==> config.mk <==
export PLATFORM = sky130hd
export DESIGN_NAME = ref_freq_monitor_config
export DESIGN_NICKNAME = d
export VERILOG_FILES = /design/src/hw/rfm_pkg.sv /design/src/hw/ref_freq_monitor_config.sv /design/src/hw/freq_limit_check.sv
export SDC_FILE = /design/constraint.sdc
export NUM_CORES = 1
export LEC_CHECK = 0
export BUFFER_PORTS_ARGS = -buffer_cell sky130_fd_sc_hd__buf_4
export CORE_MARGIN = 2
export CORE_UTILIZATION = 45
export DETAILED_ROUTE_END_ITERATION = 12
export PLACE_DENSITY = 0.67
export SYNTH_ARGS = -nofsm -noshare
export SYNTH_HDL_FRONTEND = slang
export SYNTH_SLANG_ARGS = --single-unit
==> constraint.sdc <==
create_clock -name clk_i -period 7.4 [get_ports clk_i]
set_input_delay 0 -clock clk_i [delete_from_list [all_inputs] [get_ports clk_i]]
set_output_delay 0 -clock clk_i [all_outputs]
set_load 0.005 [all_outputs]
==> src/hw/rfm_pkg.sv <==
// Package of register map, field positions, reset values and scaling for the frequency monitor configuration
package rfm_pkg;

  // ==========================================================================
  // Register indices (byte address = 4 * index)
  localparam logic [7:0] IDX_MON_CTRL     = 8'h48;
  localparam logic [7:0] IDX_ALARM_LIMITS = 8'h49;
  localparam logic [7:0] IDX_ALARM_STAT   = 8'h4C;
  localparam logic [7:0] IDX_ALARM_MASK   = 8'h4D;
  localparam logic [7:0] IDX_PAIR_STAT0   = 8'h50;

  // ==========================================================================
  // Control fields
  localparam int         BIT_BUILDOUT_EN = 2;
  localparam int         BIT_SOFT_EN   = 1;
  localparam int         BIT_HARD_EN   = 0;
  localparam logic [7:0] CTRL_RESET    = 8'h05;
  localparam int         SOFT_LIM_LSB  = 4;
  localparam int         HARD_LIM_LSB  = 0;
  localparam logic [7:0] LIMITS_RESET  = 8'h23;

  // ==========================================================================
  // Limit scaling: (field + 1) * 3.81 ppm, offsets measured in units of 0.01 ppm
  localparam int         PPM_STEP_CENTI = 381;
  localparam int         OFS_W          = 16;

  // ==========================================================================
  // Interrupt status bits
  localparam int         IRQ_PBO   = 0;
  localparam int         IRQ_SOFT  = 1;
  localparam int         IRQ_HARD  = 2;
  localparam int         IRQ_W     = 3;

endpackage : rfm_pkg

==> src/hw/ref_freq_monitor_config.sv <==
// Frequency monitor configuration bank with Wishbone slave, alarms and phase build-out control
module ref_freq_monitor_config #(
  parameter int N_INPUTS = 14
) (
  // Clock and reset
  input  wire logic                                clk_i,
  input  wire logic                                rst_i,
  // Wishbone slave
  input  wire logic                                cyc_i,
  input  wire logic                                stb_i,
  input  wire logic                                we_i,
  input  wire logic [9:0]                          adr_i,
  input  wire logic [3:0]                          sel_i,
  input  wire logic [31:0]                         dat_i,
  output logic [31:0]                              dat_o,
  output logic                                     ack_o,
  // Monitor measurements, one offset per input
  input  wire logic [N_INPUTS*rfm_pkg::OFS_W-1:0]  offset_i,
  input  wire logic [N_INPUTS-1:0]                 offset_valid_i,
  // Timing loop selection state
  input  wire logic [3:0]                          sel_source_i,
  input  wire logic                                holdover_i,
  input  wire logic                                free_run_i,
  // Timing loop controls
  output logic                                     pbo_event_o,
  output logic                                     zero_phase_lock_o,
  output logic [N_INPUTS-1:0]                      disqualify_o,
  output logic [N_INPUTS-1:0]                      soft_alarm_o,
  output logic [N_INPUTS-1:0]                      hard_alarm_o,
  // Interrupt
  output logic                                     irq_o
);

  // ==========================================================================
  // Registers
  logic [7:0]                  ctrl_q, ctrl_d;
  logic [7:0]                  limits_q, limits_d;
  logic [rfm_pkg::IRQ_W-1:0]   stat_q, stat_d;
  logic [rfm_pkg::IRQ_W-1:0]   mask_q, mask_d;
  logic [31:0]                 rdata_d;
  logic                        ack_d;
  logic [3:0]                  src_q;
  logic                        hold_q;
  logic                        pbo_d;
  logic [N_INPUTS-1:0]         soft_w, hard_w, soft_prev_q, hard_prev_q;
  logic [7:0]                  idx;
  logic                        wr, rd;

  assign idx = adr_i[9:2];
  assign wr  = cyc_i && stb_i && we_i && !ack_o && sel_i[0];
  assign rd  = cyc_i && stb_i && !ack_o;

  // ==========================================================================
  // Monitors
  genvar g;
  generate
    for (g = 0; g < N_INPUTS; g++)
    begin : g_mon
      freq_limit_check u_chk (
        .clk_i        (clk_i),
        .rst_i        (rst_i),
        .offset_i     (offset_i[g*rfm_pkg::OFS_W +: rfm_pkg::OFS_W]),
        .valid_i      (offset_valid_i[g]),
        .soft_lim_i   (limits_q[rfm_pkg::SOFT_LIM_LSB +: 4]),
        .hard_lim_i   (limits_q[rfm_pkg::HARD_LIM_LSB +: 4]),
        .soft_en_i    (ctrl_q[rfm_pkg::BIT_SOFT_EN]),
        .hard_en_i    (ctrl_q[rfm_pkg::BIT_HARD_EN]),
        .soft_alarm_o (soft_w[g]),
        .hard_alarm_o (hard_w[g])
      );
    end
  endgenerate

  // ==========================================================================
  // Register file and phase build-out
  always_comb
  begin
    ctrl_d   = ctrl_q;
    limits_d = limits_q;
    mask_d   = mask_q;
    stat_d   = stat_q;
    rdata_d  = 32'h0000_0000;
    ack_d    = rd;
    // Source change or exit from holdover/free-run both count as a new selection
    pbo_d    = ctrl_q[rfm_pkg::BIT_BUILDOUT_EN] &&
               ((sel_source_i != src_q) || (hold_q && !(holdover_i || free_run_i)));
    if (wr)
    begin
      unique case (idx)
        rfm_pkg::IDX_MON_CTRL:     ctrl_d   = {5'h00, dat_i[2:0]};
        rfm_pkg::IDX_ALARM_LIMITS: limits_d = dat_i[7:0];
        rfm_pkg::IDX_ALARM_MASK:   mask_d   = dat_i[rfm_pkg::IRQ_W-1:0];
        rfm_pkg::IDX_ALARM_STAT:   stat_d   = stat_q & ~dat_i[rfm_pkg::IRQ_W-1:0];
        default:                   ;
      endcase
    end
    // Set wins over a clear in the same cycle
    stat_d[rfm_pkg::IRQ_PBO]  = stat_d[rfm_pkg::IRQ_PBO] | pbo_d;
    stat_d[rfm_pkg::IRQ_SOFT] = stat_d[rfm_pkg::IRQ_SOFT] | (|(soft_w & ~soft_prev_q));
    stat_d[rfm_pkg::IRQ_HARD] = stat_d[rfm_pkg::IRQ_HARD] | (|(hard_w & ~hard_prev_q));
    if (rd && !we_i)
    begin
      if (idx == rfm_pkg::IDX_MON_CTRL)
        rdata_d = {24'h00_0000, ctrl_q};
      else if (idx == rfm_pkg::IDX_ALARM_LIMITS)
        rdata_d = {24'h00_0000, limits_q};
      else if (idx == rfm_pkg::IDX_ALARM_STAT)
        rdata_d = {29'h0, stat_q};
      else if (idx == rfm_pkg::IDX_ALARM_MASK)
        rdata_d = {29'h0, mask_q};
      else
      begin
        for (int p = 0; p < N_INPUTS / 2; p++)
        begin
          // Pair p: soft/hard of inputs 2p and 2p+1
          if (idx == rfm_pkg::IDX_PAIR_STAT0 + 8'(p))
            rdata_d = {28'h000_0000, soft_w[2*p+1], hard_w[2*p+1], soft_w[2*p], hard_w[2*p]};
        end
      end
    end
  end

  always_ff @(posedge clk_i)
  begin
    if (rst_i)
    begin
      ctrl_q            <= rfm_pkg::CTRL_RESET;
      limits_q          <= rfm_pkg::LIMITS_RESET;
      stat_q            <= '0;
      mask_q            <= '0;
      dat_o             <= 32'h0000_0000;
      ack_o             <= 1'b0;
      src_q             <= 4'h0;
      hold_q            <= 1'b0;
      pbo_event_o       <= 1'b0;
      zero_phase_lock_o <= 1'b0;
      disqualify_o      <= '0;
      soft_alarm_o      <= '0;
      hard_alarm_o      <= '0;
      soft_prev_q       <= '0;
      hard_prev_q       <= '0;
      irq_o             <= 1'b0;
    end
    else
    begin
      ctrl_q            <= ctrl_d;
      limits_q          <= limits_d;
      stat_q            <= stat_d;
      mask_q            <= mask_d;
      dat_o             <= rdata_d;
      ack_o             <= ack_d;
      src_q             <= sel_source_i;
      hold_q            <= holdover_i || free_run_i;
      pbo_event_o       <= pbo_d;
      zero_phase_lock_o <= !ctrl_d[rfm_pkg::BIT_BUILDOUT_EN];
      disqualify_o      <= hard_w;
      soft_alarm_o      <= soft_w;
      hard_alarm_o      <= hard_w;
      soft_prev_q       <= soft_w;
      hard_prev_q       <= hard_w;
      irq_o             <= |(stat_d & mask_d);
    end
  end
endmodule : ref_freq_monitor_config

==> src/hw/freq_limit_check.sv <==
// One input monitor: compares offset magnitude with decoded soft and hard limits
module freq_limit_check (
  // Clock and reset
  input  wire logic                       clk_i,
  input  wire logic                       rst_i,
  // Measured offset, signed, 0.01 ppm units
  input  wire logic signed [rfm_pkg::OFS_W-1:0] offset_i,
  input  wire logic                       valid_i,
  // Limit fields and enables
  input  wire logic [3:0]                 soft_lim_i,
  input  wire logic [3:0]                 hard_lim_i,
  input  wire logic                       soft_en_i,
  input  wire logic                       hard_en_i,
  // Alarms
  output logic                            soft_alarm_o,
  output logic                            hard_alarm_o
);

  logic [rfm_pkg::OFS_W-1:0] mag;
  logic [rfm_pkg::OFS_W-1:0] soft_lim;
  logic [rfm_pkg::OFS_W-1:0] hard_lim;
  logic                      soft_d, hard_d;

  always_comb
  begin
    mag      = offset_i[rfm_pkg::OFS_W-1] ? rfm_pkg::OFS_W'(-offset_i) : rfm_pkg::OFS_W'(offset_i);
    soft_lim = rfm_pkg::OFS_W'((32'(soft_lim_i) + 32'd1) * rfm_pkg::PPM_STEP_CENTI);
    hard_lim = rfm_pkg::OFS_W'((32'(hard_lim_i) + 32'd1) * rfm_pkg::PPM_STEP_CENTI);
    soft_d   = soft_alarm_o;
    hard_d   = hard_alarm_o;
    if (valid_i)
    begin
      soft_d = soft_en_i && (mag > soft_lim);
      hard_d = hard_en_i && (mag > hard_lim);
    end
    if (!soft_en_i)
      soft_d = 1'b0;
    if (!hard_en_i)
      hard_d = 1'b0;
  end

  always_ff @(posedge clk_i)
  begin
    if (rst_i)
    begin
      soft_alarm_o <= 1'b0;
      hard_alarm_o <= 1'b0;
    end
    else
    begin
      soft_alarm_o <= soft_d;
      hard_alarm_o <= hard_d;
    end
  end

endmodule : freq_limit_check

==> run_results.csv <==
group,metric,value,unit
sta,fin_crit_sh,93.32,%
global_route,global_route.usage.met1,40.47,%
setup_path,reg2regPathDepth,25,
synth,synthXorXnorAreaFrac,10.96,%
setup_path,worst-path-max-fanout,10,
setup_path,path_common_cell,"inv_1",
synth,synth-edff-count,0,
finish,register_area,1802,um2
synth,synth-async-reset-ratio,0,%
finish,diodes,0,
placed_design,dp_slack,462.1,ps
synth,synth_top_area_cell,"ha_1",
power_and_ir_drop,p_sw_share,38.68,%
run,maxCapViolations,0,
global_route,grt_use_total,30.54,%
die,die_y,208.3,um
min_path,hold_path.class,"input pin to flop",
sta,fin_crit,6905,ps
finish,multi_input_area,16360,um2
global_route,grt_pass1_wl,104700,um
die,core,41020,um2
sta,maxClockFrequency,144.8,MHz
synth,synthSimpleGateAreaFrac,19.21,%
die,die_x,208.3,um
global_route,grt-busiest-layer,"met2",
clocking,htreeDepth,3,
die,die_area,43380,um2
setup_path,critPathKind,"flop to flop",
setup_path,required,7660,ps
power_and_ir_drop,vdd_ir_drop_max,0.00009222,V
setup_path,arrival,7160,ps
drt,via_per_inst,6.077,
finish,final_util,55.12,%
die,rows,74,
sta,finalClockSkew,9.813,ps
power_and_ir_drop,p_clk_share,24.3,%
outcome,status,"completed",
drt,drc,0,
global_route,grt_pass1_vias,18850,
power_and_ir_drop,internal_power,1.226,mW
power_and_ir_drop,p_sw,0.7734,mW
clocking,clockBufferDepth,2,
global_route,grt_antenna_before_repair,1,
global_route,grt_max_degree,58,
sta,hold_viol,0,
setup_path,critPathLaunch,"limits_q[0]",
synth,netlist.area_leader.share,30.51,%
synth,synthTopCellsByCount,"458 x ha_1, 214 x xnor2_1, 177 x nand2_1",
drt,wire_per_inst,21.32,um
synth,syn_area,18780,um2
clocking,clock_latency,360,ps
sta,tns,0,ps
sta,rsz0062_at_grt,"false",
die,io_pins,373,
setup_path,worstSetupEndpoint,"g_mon[13].u_chk.hard_alarm_o",
synth,synth.area.mux_share,1.452,%
setup_path,worstReg2RegStart,"limits_q[0]",
placed_design,hpwl,55710,um
drt,vias,19530,
finish,stdcell_area,22610,um2
placed_design,placed_cell_area,21980,um2
clocking,root_buffer,"clkbuf_16",
sta,setup_violations,0,
clocking,path_clk_slew,70,ps
sta,max_slew_margin,18.07,%
placed_design,routabilityCongestion,0.9430,
setup_path,cp_slowest_cell,"dfxtp_1",
finish,drive_above_1_share,15.85,%
sta,fin_ws,494.5,ps
clocking,post-cts-setup-buffer-count,0,
power_and_ir_drop,combPwrFrac,49.7,%
synth,seq_area_frac_synth,9.594,%
synth,synth.most_common_cell,"ha_1",
placed_design,port_buffers,319,
synth,syn_inst,2326,
synth,synth_compound_area_share,20.49,%
synth,synth.distinct_cells,78,
setup_path,endpoint_kind,"flop",
synth,yosysWarningCount,0,
synth,synth_top_family_by_area,"adder cells",
clocking,cts_tree,"yes",
setup_path,cpPeakStageDelay,710,ps
setup_path,cp-start-kind,"flop",
sta,slew_viol_final,0,
drt,routed_wl,68510,um
synth,avgSynthCellArea,8.074,um2
sta,tightest_slew,1218,ps
synth,yosys_register_bits,90,
synth,synth_area_leaders,"ha_1 31%, xnor2_1 10%, dfxtp_1 9.6%",
global_route,met2_usage,50.31,%
setup_path,rrSetupSlack,490,ps
setup_path,r2r-end,"g_mon[13].u_chk.hard_alarm_o",
drt,detail-route-antenna-nets,0,
finish,area_delta_synth_final,20.39,%
synth,synth_ff_type,"dfxtp_1",
power_and_ir_drop,p_per_area,88.43,nW/um2
power_and_ir_drop,seqPwrFrac,26.0,%
clocking,cts_buffers,9,
power_and_ir_drop,leakage,10.37,nW
drt,drt_iter0_markers,1587,
global_route,use_met3,3.743,%
die,start_util,45.79,%
clocking,cts_sinks,90,
synth,synth_fa_ha_area_share,33.50,%
finish,nets,3453,
global_route,grt_overflow,0,
finish,num-fill-cells,3840,
drt,drtPass1Iterations,6,
sta,hold_slack,25.53,ps
sequential cells by signal, summed over array words and instances (netlist names), 3 cells and up:
name,cells
g_mon.u_chk.soft_alarm_o,14
dat_o,8
hard_prev_q,14
soft_prev_q,14
src_q,4
g_mon.u_chk.hard_alarm_o,14
ctrl_q,3
mask_q,3
stat_q,3
limits_q,8
logic make-up after synthesis:
family,after synthesis
AOI/OAI and AO/OA,598
xor gates and xnor gates,235
adders and majority gates,490
buffers and inverters,200
DFF,90
muxes,22
other,1
and+or+nand+nor,690
routing by layer:
layer  part of all wire (%)  wire, um
met3                    7.6      5173
met4                    4.2      2908
met2                     45     30840
met5                      0         0
met1                     43     29590
power by group through the flow:
stage               clock network (mW)  registers (mW)  logic [mW]
floorplan                            0           0.519       0.627
global placement                     0           0.529       0.925
detailed placement                   0           0.530       0.963
CTS                              0.489           0.519       0.982
global route                     0.507           0.520        1.11
finish                           0.486           0.519       0.994
cell usage in the layout, fill, tap and decap left out, types with 16 or more instances in the layout:
cell,n
nor2b_1,45
o22ai_1,23
nand4_1,56
nor4_1,21
nand2b_1,39
ha_1,458
a211oi_1,19
xnor2_1,202
buf_4,360
o31ai_1,56
mux2i_1,16
nor3_1,33
a21o_1,39
dlygate4sd3_1,30
a21oi_1,150
and3_1,25
or4_1,38
o41ai_1,22
nand2_1,177
fa_1,24
nand3_1,63
inv_1,126
a31oi_1,17
nor2_1,121
conb_1,24
dfxtp_1,90
o21ai_0,157
per-stage QoR:
stage	instances	total power [mW]
after floorplan	2349	1.145
after global placement	3167	1.454
after detailed placement	3167	1.492
after CTS	3213	1.989
after global routing	3213	2.135
final	3213	1.999
worst max-delay path, delay by kind of cell (launching register included):
| kind | cells | cell delay [ps] |
|---|---|---|
| buffers and inverters | 5 | 680 |
| adder cells (fa/ha/maj) | 6 | 2550 |
| flip-flops | 1 | 710 |
| AO/OA/AOI/OAI | 10 | 1700 |
| AND/OR/NAND/NOR | 3 | 760 |
| XOR/XNOR | 1 | 390 |
how the worst min path moves through the flow:
stage | start | end | depth (start not counted)
4_1_cts | offset_i[14] | g_mon[0].u_chk.hard_alarm_o | 3
3_5_place_dp | offset_valid_i[0] | g_mon[0].u_chk.hard_alarm_o | 2
5_1_grt | offset_i[14] | g_mon[0].u_chk.hard_alarm_o | 3
2_1_floorplan | offset_valid_i[0] | g_mon[0].u_chk.hard_alarm_o | 1
3_3_place_gp | holdover_i | hold_q | 3
6_report | offset_i[125] | g_mon[7].u_chk.hard_alarm_o | 3
area by class of cell:
cell class | count | share of cell area (%)
Tap cell | 532 | 2.944
Clock buffer | 10 | 1.013
Sequential cell | 90 | 7.969
Timing Repair Buffer | 390 | 13.28
Multi-Input combinational cell | 2059 | 72.37
Clock inverter | 6 | 0.3265
Inverter | 126 | 2.092
what timing repair did:
item                                    in CTS  in global routing
gates resized for setup                      0                  2
hold buffers                                30                  0
endpoints found under the setup margin       0                  3
endpoints found under the hold margin       43                  0
Note: power is estimated with default switching activity, not from simulation.
